--- src/rtl/bpx_defs.svh ---
// Offsets, field positions, reset values and timing counts of the button port block
`ifndef BPX_DEFS_SVH
`define BPX_DEFS_SVH

// ****************************************
// Register offsets
// ****************************************
`define BPX_OFS_LATCH 9'h14C
`define BPX_OFS_DIR 9'h14D
`define BPX_OFS_BIRQ 9'h14E
`define BPX_OFS_SPECIAL 9'h15C
`define BPX_OFS_XLOW 9'h15D
`define BPX_OFS_XHIGH 9'h15E
`define BPX_OFS_ISTAT 9'h170
`define BPX_OFS_IMASK 9'h171

// ****************************************
// Button irq control fields
// ****************************************
`define BPX_BIRQ_EN 0
`define BPX_BIRQ_FLAG 1
`define BPX_BIRQ_OCC 2

// ****************************************
// External irq control fields, per source in a pair
// ****************************************
`define BPX_XEN_LO 0
`define BPX_XFLAG_LO 1
`define BPX_XDET_LO 2
`define BPX_XEN_HI 4
`define BPX_XFLAG_HI 5
`define BPX_XDET_HI 6

// ****************************************
// Reset values
// ****************************************
`define BPX_RST_LATCH 8'hFF
`define BPX_RST_DIR 8'h00
`define BPX_RST_CTRL 8'h00
`define BPX_RST_SPECIAL 4'h2

// ****************************************
// Timing counts
// ****************************************
`define BPX_SYNC_STAGES 2

`endif

--- src/rtl/bpx_pkg.sv ---
// Types of the button port block
package bpx_pkg;

    // Detection condition of one external source
    typedef enum logic [1:0] {
        BPX_DET_FALL = 2'b00,
        BPX_DET_LOW = 2'b01,
        BPX_DET_RISE = 2'b10,
        BPX_DET_HIGH = 2'b11
    } bpx_det_t;

endpackage : bpx_pkg

--- src/rtl/bpx_sync.sv ---
// Two-stage synchroniser for a group of input lines
`timescale 1ns/1ns
`default_nettype none

module bpx_sync #(
    parameter int WIDTH = 8,
    parameter logic [7:0] INIT = 8'h00
) (
    input wire logic clk_i,
    input wire logic reset_n_i,
    input wire logic [WIDTH-1:0] data_i,
    output logic [WIDTH-1:0] data_o
);

    if (WIDTH < 1 || WIDTH > 8)
    begin : g_bad_width
        $error("bpx_sync: WIDTH must be 1 to 8");
    end

    logic [WIDTH-1:0] meta_reg;

    // First stage is read only by the second
    always_ff @(posedge clk_i or negedge reset_n_i)
    begin
        if (!reset_n_i)
        begin
            meta_reg <= INIT[WIDTH-1:0];
            data_o <= INIT[WIDTH-1:0];
        end
        else
        begin
            meta_reg <= data_i;
            data_o <= meta_reg;
        end
    end

endmodule : bpx_sync

`default_nettype wire

--- src/rtl/bpx_xdet.sv ---
// Condition detector and pending flag for one external interrupt source
`timescale 1ns/1ns
`default_nettype none

module bpx_xdet (
    input wire logic clk_i,
    input wire logic reset_n_i,
    input wire logic level_i,
    input wire logic [1:0] det_i,
    input wire logic clear_i,
    output logic pending_o,
    output logic hit_o
);

    logic prev_reg;
    logic hit;

    always_ff @(posedge clk_i or negedge reset_n_i)
    begin
        if (!reset_n_i)
        begin
            prev_reg <= 1'b0;
        end
        else
        begin
            prev_reg <= level_i;
        end
    end

    always_comb
    begin
        case (bpx_pkg::bpx_det_t'(det_i))
            bpx_pkg::BPX_DET_FALL: hit = prev_reg & ~level_i;
            bpx_pkg::BPX_DET_LOW: hit = ~level_i;
            bpx_pkg::BPX_DET_RISE: hit = ~prev_reg & level_i;
            default: hit = level_i;
        endcase
    end

    assign hit_o = hit;

    // Set wins over clear so no event is lost
    always_ff @(posedge clk_i or negedge reset_n_i)
    begin
        if (!reset_n_i)
        begin
            pending_o <= 1'b0;
        end
        else if (hit)
        begin
            pending_o <= 1'b1;
        end
        else if (clear_i)
        begin
            pending_o <= 1'b0;
        end
    end

endmodule : bpx_xdet

`default_nettype wire

--- src/rtl/bpx_top.sv ---
// Button port and special input port with external interrupts
//
// The plain strobed port was left to the implementer.
`timescale 1ns/1ns
`default_nettype none
`include "bpx_defs.svh"

// Function
// - Eight button inputs read high when released, low when pressed.
// - Button port interrupt is level-sensitive, enabled by its control reg.
// - Special input port is four bits, input only, each an interrupt.
// - Bit 0 high while supply present; feeds external source 0.
// - Bit 1 low while low voltage detected; feeds external source 1.
// - Bit 2 carries ident line 0, normally low; feeds source 2.
// - Bit 3 carries ident line 1, normally low; feeds source 3.
// - Two control registers: sources 0 and 1, then sources 2 and 3.
module bpx_top #(
    parameter int BUTTONS = 8,
    parameter int SOURCES = 4
) (
    input wire logic clk_i,
    input wire logic reset_n_i,
    input wire logic [8:0] addr_i,
    input wire logic [7:0] wdata_i,
    input wire logic wr_i,
    input wire logic rd_i,
    output logic [7:0] rdata_o,
    input wire logic [7:0] button_n_i,
    output logic [7:0] button_o,
    output logic [7:0] button_oe_o,
    input wire logic supply_present_input_i,
    input wire logic low_voltage_n_input_i,
    input wire logic ident_line_0_input_i,
    input wire logic ident_line_1_input_i,
    output logic [3:0] ext_irq_req_o,
    output logic button_irq_req_o,
    output logic irq_o
);

    if (BUTTONS != 8 || SOURCES != 4)
    begin : g_bad_size
        $error("bpx_top: port widths are fixed at 8 and 4");
    end

    // ****************************************
    // Registers and wires
    // ****************************************
    logic [7:0] latch_reg;
    logic [7:0] dir_reg;
    logic button_en_reg;
    logic button_flag_reg;
    logic button_occ_reg;
    logic [7:0] xlow_reg;
    logic [7:0] xhigh_reg;
    logic [7:0] istat_reg;
    logic [7:0] imask_reg;
    logic [7:0] rdata_next;
    logic [7:0] button_sync;
    logic [3:0] special_raw;
    logic [3:0] special_sync;
    logic [3:0] pending;
    logic [3:0] xhit;
    logic [3:0] xclear;
    logic [3:0] xen;
    logic [7:0] det_bits;
    logic [7:0] pin_view;
    logic button_level;
    logic [7:0] ev_now;
    logic wr_istat;

    function automatic logic hit_addr(input logic [8:0] a,
                                      input logic [8:0] o);
        hit_addr = (a == o);
    endfunction : hit_addr

    // ****************************************
    // Input sampling
    // ****************************************
    // Button pins sampled
    bpx_sync #(.WIDTH(8), .INIT(8'hFF)) u_button_sync (
        .clk_i(clk_i),
        .reset_n_i(reset_n_i),
        .data_i(button_n_i),
        .data_o(button_sync)
    );

    assign special_raw = {ident_line_1_input_i, ident_line_0_input_i,
                          low_voltage_n_input_i, supply_present_input_i};

    bpx_sync #(.WIDTH(4), .INIT({4'h0, `BPX_RST_SPECIAL})) u_special_sync (
        .clk_i(clk_i),
        .reset_n_i(reset_n_i),
        .data_i(special_raw),
        .data_o(special_sync)
    );

    // ****************************************
    // External interrupt sources
    // ****************************************
    // Low pair and high pair control fields
    assign det_bits = {xhigh_reg[`BPX_XDET_HI+1:`BPX_XDET_HI],
                       xhigh_reg[`BPX_XDET_LO+1:`BPX_XDET_LO],
                       xlow_reg[`BPX_XDET_HI+1:`BPX_XDET_HI],
                       xlow_reg[`BPX_XDET_LO+1:`BPX_XDET_LO]};
    assign xen = {xhigh_reg[`BPX_XEN_HI], xhigh_reg[`BPX_XEN_LO],
                  xlow_reg[`BPX_XEN_HI], xlow_reg[`BPX_XEN_LO]};

    // Writing zero to a flag bit clears it
    assign xclear[0] = wr_i && hit_addr(addr_i, `BPX_OFS_XLOW)
                       && !wdata_i[`BPX_XFLAG_LO];
    assign xclear[1] = wr_i && hit_addr(addr_i, `BPX_OFS_XLOW)
                       && !wdata_i[`BPX_XFLAG_HI];
    assign xclear[2] = wr_i && hit_addr(addr_i, `BPX_OFS_XHIGH)
                       && !wdata_i[`BPX_XFLAG_LO];
    assign xclear[3] = wr_i && hit_addr(addr_i, `BPX_OFS_XHIGH)
                       && !wdata_i[`BPX_XFLAG_HI];

    // Each port bit feeds its source
    genvar gi;
    generate
        for (gi = 0; gi < 4; gi++)
        begin : g_src
            bpx_xdet u_det (
                .clk_i(clk_i),
                .reset_n_i(reset_n_i),
                .level_i(special_sync[gi]),
                .det_i(det_bits[2*gi+1:2*gi]),
                .clear_i(xclear[gi]),
                .pending_o(pending[gi]),
                .hit_o(xhit[gi])
            );
        end
    endgenerate

    always_ff @(posedge clk_i or negedge reset_n_i)
    begin
        if (!reset_n_i)
        begin
            ext_irq_req_o <= 4'h0;
        end
        else
        begin
            ext_irq_req_o <= pending & xen;
        end
    end

    // ****************************************
    // Button port
    // ****************************************
    // Per-bit direction, driven pins show the latch
    always_comb
    begin
        for (int i = 0; i < 8; i++)
        begin
            pin_view[i] = dir_reg[i] ? latch_reg[i] : button_sync[i];
        end
    end

    // Level condition: any input button held low
    assign button_level = |(~button_sync & ~dir_reg);

    always_ff @(posedge clk_i or negedge reset_n_i)
    begin
        if (!reset_n_i)
        begin
            latch_reg <= `BPX_RST_LATCH;
            dir_reg <= `BPX_RST_DIR;
        end
        else if (wr_i && hit_addr(addr_i, `BPX_OFS_LATCH))
        begin
            latch_reg <= wdata_i;
        end
        else if (wr_i && hit_addr(addr_i, `BPX_OFS_DIR))
        begin
            dir_reg <= wdata_i;
        end
    end

    always_ff @(posedge clk_i or negedge reset_n_i)
    begin
        if (!reset_n_i)
        begin
            button_o <= `BPX_RST_LATCH;
            button_oe_o <= `BPX_RST_DIR;
        end
        else
        begin
            button_o <= latch_reg;
            button_oe_o <= dir_reg;
        end
    end

    // Flag sets while the level holds and clears only on a zero write after it drops, so a held button keeps asking
    always_ff @(posedge clk_i or negedge reset_n_i)
    begin
        if (!reset_n_i)
        begin
            button_en_reg <= 1'b0;
            button_occ_reg <= 1'b0;
            button_flag_reg <= 1'b0;
        end
        else
        begin
            if (wr_i && hit_addr(addr_i, `BPX_OFS_BIRQ))
            begin
                button_en_reg <= wdata_i[`BPX_BIRQ_EN];
                button_occ_reg <= wdata_i[`BPX_BIRQ_OCC];
            end
            if (button_occ_reg && button_level)
            begin
                button_flag_reg <= 1'b1;
            end
            else if (wr_i && hit_addr(addr_i, `BPX_OFS_BIRQ)
                     && !wdata_i[`BPX_BIRQ_FLAG])
            begin
                button_flag_reg <= 1'b0;
            end
        end
    end

    always_ff @(posedge clk_i or negedge reset_n_i)
    begin
        if (!reset_n_i)
        begin
            button_irq_req_o <= 1'b0;
        end
        else
        begin
            button_irq_req_o <= button_flag_reg & button_en_reg;
        end
    end

    // ****************************************
    // Control registers of the source pairs
    // ****************************************
    // Flag bits are owned by the detectors
    always_ff @(posedge clk_i or negedge reset_n_i)
    begin
        if (!reset_n_i)
        begin
            xlow_reg <= `BPX_RST_CTRL;
            xhigh_reg <= `BPX_RST_CTRL;
        end
        else if (wr_i && hit_addr(addr_i, `BPX_OFS_XLOW))
        begin
            xlow_reg <= wdata_i;
        end
        else if (wr_i && hit_addr(addr_i, `BPX_OFS_XHIGH))
        begin
            xhigh_reg <= wdata_i;
        end
    end

    // ****************************************
    // Sticky status, mask and interrupt line
    // ****************************************
    assign ev_now = {3'b000, button_occ_reg & button_level, xhit};
    assign wr_istat = wr_i && hit_addr(addr_i, `BPX_OFS_ISTAT);

    // Set wins over a write-one clear in the same cycle
    always_ff @(posedge clk_i or negedge reset_n_i)
    begin
        if (!reset_n_i)
        begin
            istat_reg <= 8'h00;
        end
        else
        begin
            istat_reg <= ev_now | (istat_reg & ~(wr_istat ? wdata_i : 8'h00));
        end
    end

    always_ff @(posedge clk_i or negedge reset_n_i)
    begin
        if (!reset_n_i)
        begin
            imask_reg <= 8'h00;
        end
        else if (wr_i && hit_addr(addr_i, `BPX_OFS_IMASK))
        begin
            imask_reg <= wdata_i & 8'h1F;
        end
    end

    always_ff @(posedge clk_i or negedge reset_n_i)
    begin
        if (!reset_n_i)
        begin
            irq_o <= 1'b0;
        end
        else
        begin
            irq_o <= |(istat_reg & imask_reg);
        end
    end

    // ****************************************
    // Read path
    // ****************************************
    always_comb
    begin
        if (hit_addr(addr_i, `BPX_OFS_LATCH))
        begin
            // Released reads one, pressed reads zero
            rdata_next = pin_view;
        end
        else if (hit_addr(addr_i, `BPX_OFS_DIR))
        begin
            rdata_next = dir_reg;
        end
        else if (hit_addr(addr_i, `BPX_OFS_BIRQ))
        begin
            rdata_next = {5'h00, button_occ_reg, button_flag_reg,
                          button_en_reg};
        end
        else if (hit_addr(addr_i, `BPX_OFS_SPECIAL))
        begin
            rdata_next = {4'h0, special_sync};
        end
        else if (hit_addr(addr_i, `BPX_OFS_XLOW))
        begin
            rdata_next = {xlow_reg[7:6], pending[1], xlow_reg[4:2],
                          pending[0], xlow_reg[0]};
        end
        else if (hit_addr(addr_i, `BPX_OFS_XHIGH))
        begin
            rdata_next = {xhigh_reg[7:6], pending[3], xhigh_reg[4:2],
                          pending[2], xhigh_reg[0]};
        end
        else if (hit_addr(addr_i, `BPX_OFS_ISTAT))
        begin
            rdata_next = istat_reg;
        end
        else if (hit_addr(addr_i, `BPX_OFS_IMASK))
        begin
            rdata_next = imask_reg;
        end
        else
        begin
            // Unmapped reads zero
            rdata_next = 8'h00;
        end
    end

    always_ff @(posedge clk_i or negedge reset_n_i)
    begin
        if (!reset_n_i)
        begin
            rdata_o <= 8'h00;
        end
        else if (rd_i)
        begin
            rdata_o <= rdata_next;
        end
        else
        begin
            rdata_o <= 8'h00;
        end
    end

endmodule : bpx_top

`default_nettype wire

--- config.mk ---
export PLATFORM = sky130hd
export DESIGN_NAME = bpx_top
export DESIGN_NICKNAME = d
export VERILOG_FILES = /design/src/rtl/bpx_pkg.sv /design/src/rtl/bpx_sync.sv /design/src/rtl/bpx_xdet.sv /design/src/rtl/bpx_top.sv
export VERILOG_INCLUDE_DIRS = /design/src /design/src/rtl
export SDC_FILE = /design/constraint.sdc
export NUM_CORES = 1
export LEC_CHECK = 0
export BUFFER_PORTS_ARGS = -buffer_cell sky130_fd_sc_hd__clkbuf_2
export CAP_MARGIN = 5
export CORE_ASPECT_RATIO = 2
export CORE_MARGIN = 2
export CORE_UTILIZATION = 30
export DETAILED_ROUTE_END_ITERATION = 7
export PLACE_DENSITY = 0.47
export SYNTH_ARGS = -nofsm -noshare
export SYNTH_HDL_FRONTEND = slang
export SYNTH_HIERARCHICAL = 1
export SYNTH_SLANG_ARGS = --single-unit
--- constraint.sdc ---
create_clock -name clk_i -period 1.53 [get_ports clk_i]
set_clock_uncertainty 0.2 [all_clocks]
set_input_delay 0.0765 -clock clk_i [delete_from_list [all_inputs] [get_ports clk_i]]
set_output_delay 0.0765 -clock clk_i [all_outputs]
set_load 0.1 [all_outputs]
After elaboration in Yosys (flattened, before gate mapping)

Index checks and enable logic that the tools add are counted.

Mux-type cells: 32
Bitwise logic cells: 28
Equality and inequality tests: 16
Reductions and logical operators: 28

Operators by type and width:

| kind                 | count |
|---|---|
| $eq A9 B9 Y1 const B | 8 |
| $mux W8              | 9 |
| $not A8 Y8           | 3 |
| $mux W1              | 18 |
| $and A8 B8 Y8        | 2 |
| $reduce_or A8 Y1     | 2 |
| $logic_and A1 B1 Y1  | 13 |
| $pmux W1 S3          | 4 |
| $and A1 B1 Y1        | 10 |
| $not A1 Y1           | 10 |
| $reduce_bool A2 Y1   | 5 |
| $and A8 B5 Y8        | 1 |
| $eq A2 B1 Y1 const B | 4 |
| $eq A2 B2 Y1 const B | 4 |
| $logic_not A2 Y1     | 4 |
| $or A5 B8 Y8         | 1 |
| $mux W5              | 1 |
| $and A4 B4 Y4        | 1 |
| $reduce_and A2 Y1    | 2 |
| $logic_not A1 Y1     | 2 |

Output and inout bits: 30
Flip-flop bits (word level): 110
Input bits: 33

Longest topological paths before layout

Depth in word-level cells: 10
Mapped depth: 7
Mapped depth without buffers: 5

Modules after synthesis

The synthesis kept the hierarchy.

By module, submodules not included:

| module                    | times used | area an instance (µm²) | cells each |
|---|---|---|---|
| bpx_top                   | 1          | 3,450.8                | 278 |
| bpx_sync (u_button_sync)  | 1          | 420.4                  | 16 |
| bpx_xdet                  | 4          | 93.8                   | 8 |
| bpx_sync (u_special_sync) | 1          | 202.7                  | 8 |

Worst setup path before layout

OpenSTA, ideal clock, no wires.

Path kind: input -> register
From: input addr_i[1]
To: register imask_reg[0]
Stages on the path: 5
Slack: -0.028 ns
Arrival: 1.233 ns
Library setup time: 0.125 ns
Cells stage by stage: buf_2 > nor3_2 > nand4_4 > nor2_2 > mux2_2

Word-level cells in the longest chain between the ends: 2

Ends and longest elaborated chain:

| what                 | line           | RTL |
|---|---|---|
| from (decl)          | bpx_top.sv:23  | `input wire logic [8:0] addr_i,` |
| $eq A9 B9 Y1         | bpx_top.sv:73  | `hit_addr = (a == o);` |
| $logic_and A1 B1 Y1  | bpx_top.sv:279 | `` else if (wr_i && hit_addr(addr_i, `BPX_OFS_IMASK)) `` |
| to (signal assigned) | bpx_top.sv:281 | `imask_reg <= wdata_i & 8'h1F;` |
| to (decl)            | bpx_top.sv:56  | `logic [7:0] imask_reg;` |

Every way passes these cells.
A chain may end at the register's enable or synchronous reset.

Worst setup path in the final report

From: register u_button_sync.data_o[1]
To: register button_flag_reg

Word-level cells in the longest chain between the ends: 5

Ends and longest elaborated chain:

| what                                          | line           | RTL |
|---|---|---|
| from (decl)                                   | bpx_sync.sv:12 | `output logic [WIDTH-1:0] data_o` |
| from (signal assigned)                        | bpx_sync.sv:28 | `data_o <= INIT[WIDTH-1:0];` |
| from (signal assigned)                        | bpx_sync.sv:33 | `data_o <= meta_reg;` |
| $not A8 Y8 *                                  | bpx_top.sv:160 | `assign button_level = \|(~button_sync & ~dir_reg);` |
| $and A8 B8 Y8 *                               | bpx_top.sv:160 |  |
| $reduce_or A8 Y1 *                            | bpx_top.sv:160 |  |
| $logic_and A1 B1 Y1 *                         | bpx_top.sv:209 | `if (button_occ_reg && button_level)` |
| $mux W1 or $reduce_bool A2 Y1 (tied branches) | n/a            |  |
| to (signal assigned)                          | bpx_top.sv:200 | `button_flag_reg <= 1'b0;` |
| to (signal assigned)                          | bpx_top.sv:211 | `button_flag_reg <= 1'b1;` |
| to (signal assigned)                          | bpx_top.sv:216 | `button_flag_reg <= 1'b0;` |
| to (decl)                                     | bpx_top.sv:51  | `logic button_flag_reg;` |

Mark *: on every way between the ends. The rest lies on a longest branch, timed or not.

==> impl_results.md <==
* Worst Setup Start Kind: flop
* Max VDD drop at 0.617 mV
* Async SR Flop Fraction at 1.00
* Worst Path Buf+Inv at 1
* YS warnings at 6
* Worst-skew pair later-pin latency at 0.35 ns
* Dpl hpwl at 8.37 mm
* Sw power at 1.54 mW
* Post-DP Area at 5480 um2
* Via count at between 3,000 and 4,000
* Pre-CTS setup slack at -0.206 ns
* Crit. End Element: flop
* Synth area leader: dfrtp_1
* Crit path arrival time at 1.56 ns
* Root buffer cell: clkbuf_16
* Register area at between 2000 and 3000 um2
* Num rows at 63
* Final Max Slew Viols at 0
* Min-delay src: wr_i
* Final Cell Area at 6030 um2
* Yosys cell types at 53
* Vias in the first global route at 3,361
* RSZ-0062 raised after global routing: yes
* Initial antenna violation count at 0
* Drt drc at 0
* Vias/cell at 4.54
* Register share of total power at 0.507
* Most common cell in the netlist: dfrtp_1
* Clk sink count at 106
* Routed len/inst at 16.7 um
* TritonCTS Buffers at 9
* Maximum clock insertion buffer count at 2
* Hold Crit Class: primary input to flop
* Setup Crit Path Kind: flop to flop
* Antenna diode count at 0
* CP max-delay cell: dfstp_2
* H-tree levels at 3
* Finish-stage setup viols at 1
* Final worst slack at -0.00174 ns
* Io pins at 63
* Run status: complete, but fails checks
* Internal at 4.31 mW
* Fin. Hold Viols at 0
* Slew @ Worst Pin at 0.550 ns
* Area of the multi-input gates at 1700 um2
* Post-route ant nets at 0
* Worst-path clk slew at 0.08 ns
* Die H at ~180 um
* RR Startpoint: u_button_sync/data_o[1]
* Sw frac at 0.264
* Clock power share at 0.383
* Die extent in x at between 90 and 100 um
* Initial Util at 0.303
* Tot GR Track Use at 0.149
* Post-synth top cells: dfrtp_1 (72), dfstp_2 (34), mux2_2 (33)
* CP top delay family: flip-flops
* Synth-to-Final Area Change at 35.6%
* Grt total ovfl at 0
* Top FF cell, synth: dfrtp_1
* Failing checks: negative setup slack
* First-pass GRT wire length at between 15 and 20 mm
* Data required time of the worst path at 1.56 ns
* First drt pass iteration count at 4
* Yosys reg bits at 106
* Fillers at 1,445
* Gate Count Post-Synth at 334
* Die area at 15,900 um2
* CTS tree: yes
* Achievable frequency at 0.653 GHz
* Final Cycle Share at 1.00
* Final min period at 1.53 ns
* Gpl congestion at 0.855
* Comb pwr share at 0.109
* DRT iter0 DRCs at 108
* Max FO, Critical Path at 2
* WL final at roughly 11 mm
* Share of the synthesized area in the top cell type at 0.405
* Total power at 5.85 mW
* Post-synth EDFFs at 0
* Mapped Area at 4450 um2
* Nets@finish at 504
* Core Region at 14,700 um2
* Relative slew margins at 0.635
* Max_cap viols at 0
* Layout cell share with drive strength beyond 1 at 0.489
* Pwr per Cell Area at 969 nW/um2
* Leakage at 2.80 nW
* Biggest cell delay along the critical path at 0.55 ns
* Syn_nets at 367
* Mean Syn Cell Area at roughly 13 um2
* Seq/Total Area, Yosys at 0.606
* IO Port Bufs at 62
* Top cells by area, synth: dfrtp_1 (40%), dfstp_2 (20%), mux2_2 (8.4%)
* Worst setup path startpoint: u_button_sync/data_o[1]
* Largest net degree at the start of global routing at 66
* Worst-path cell chain: o22ai_2 -> o41ai_2 -> buf_4 -> nand2_1
## cell usage in the layout (no fill, tap or decap), types with 3 or more instances in the layout
master         Yosys  layout
dlygate4sd3_1      0      22
o31a_1             3       3
mux2_2            33      33
dfrtp_1           72      72
clkbuf_2           0      53
buf_4              3      51
nand2_1           18      18
o21ai_0            7       7
nand3_4            3       3
a32o_1             3       3
a221oi_1           3       3
and2_1             9       9
nand2b_1           7       7
o2bb2ai_1          3       3
clkbuf_16          0       9
inv_1             10      10
mux2i_1           10       8
a21o_1             6       6
dfstp_2           34      34
a21oi_1           16      16
mux2_4             6       6
buf_12             0      10
o22ai_1            8       6
nor2_1            18      18
nor2_2             5       4
o22ai_2            4       6
inv_6              0       3
xor2_1             8       8
## area by class of cell
type,instances,share of cell area
tap,195,0.0404
timing repair buffer,136,0.177
multi-input combinational,208,0.282
clock buffer,10,0.0380
sequential,106,0.447
inverter,10,0.00622
clock inverter,6,0.00954
## power by group through the flow
stage | combinational [mW] | clock (mW) | sequential, mW
floorplan | 0.178 | 0 | 3.14
global placement | 0.597 | 0 | 3.02
detailed placement | 0.597 | 0 | 3.02
CTS | 0.648 | 2.33 | 2.97
global route | 0.690 | 2.43 | 2.98
finish | 0.640 | 2.24 | 2.97
## logic make-up (layout without fill, tap and decap cells)
logic type / count (synthesis) / count (layout) / synth area share
flops: 106 / 106 / 0.606
simple gates: 83 / 83 / 0.119
compound gates: 68 / 68 / 0.111
mux: 49 / 49 / 0.126
buf+inv: 20 / 162 / 0.0225
xor+xnor: 8 / 8 / 0.0157
## metal layers
layer	GRT usage	vias up	part of all wire
li1	-	1460	-
met1	0.189	1492	0.45
met2	0.250	79	0.49
met3	0.0226	18	0.032
met4	0.0686	0	0.030
met5	0	-	0
## worst min-delay path, delay by kind of cell
family | cells | cell delay, ns
simple gates | 2 | 0.15
buf+inv | 2 | 0.24
compound gates | 1 | 0.05
## through the flow
stage / std cells / utilization / TNS (ns) / hold slack, ns
floorplan: 334 / - / -0.0627 / -0.419
global placement: 631 / 0.373 / -6.10 / -0.119
detailed placement: 631 / 0.373 / -6.27 / -0.122
CTS: 670 / 0.410 / 0 / -0.00424
global route: 671 / 0.411 / -0.107 / 0.0420
finish: 671 / 0.411 / -0.00174 / 0.00720
## timing repair
action	in CTS	in global routing
hold buffers	22	0
setup endpoints to repair	3	3
hold endpoints to repair	171	0
buffers inserted	1	1
gates resized for setup	3	3
pin swaps	1	1
## worst paths after layout
kind | slack [ns] | depth (start not counted) | to
min reg2reg | 0.15 | 0 | u_special_sync/data_o[2]
max in group asynchronous | 0.69 | 3 | u_special_sync/data_o[1]
max | -0.002 | 4 | button_flag_reg
max reg2reg | -0.002 | 4 | button_flag_reg
min in group asynchronous | 0.05 | 3 | button_oe_o[7]
min | 0.007 | 5 | button_flag_reg
Note: power is estimated with default switching activity, not from simulation.
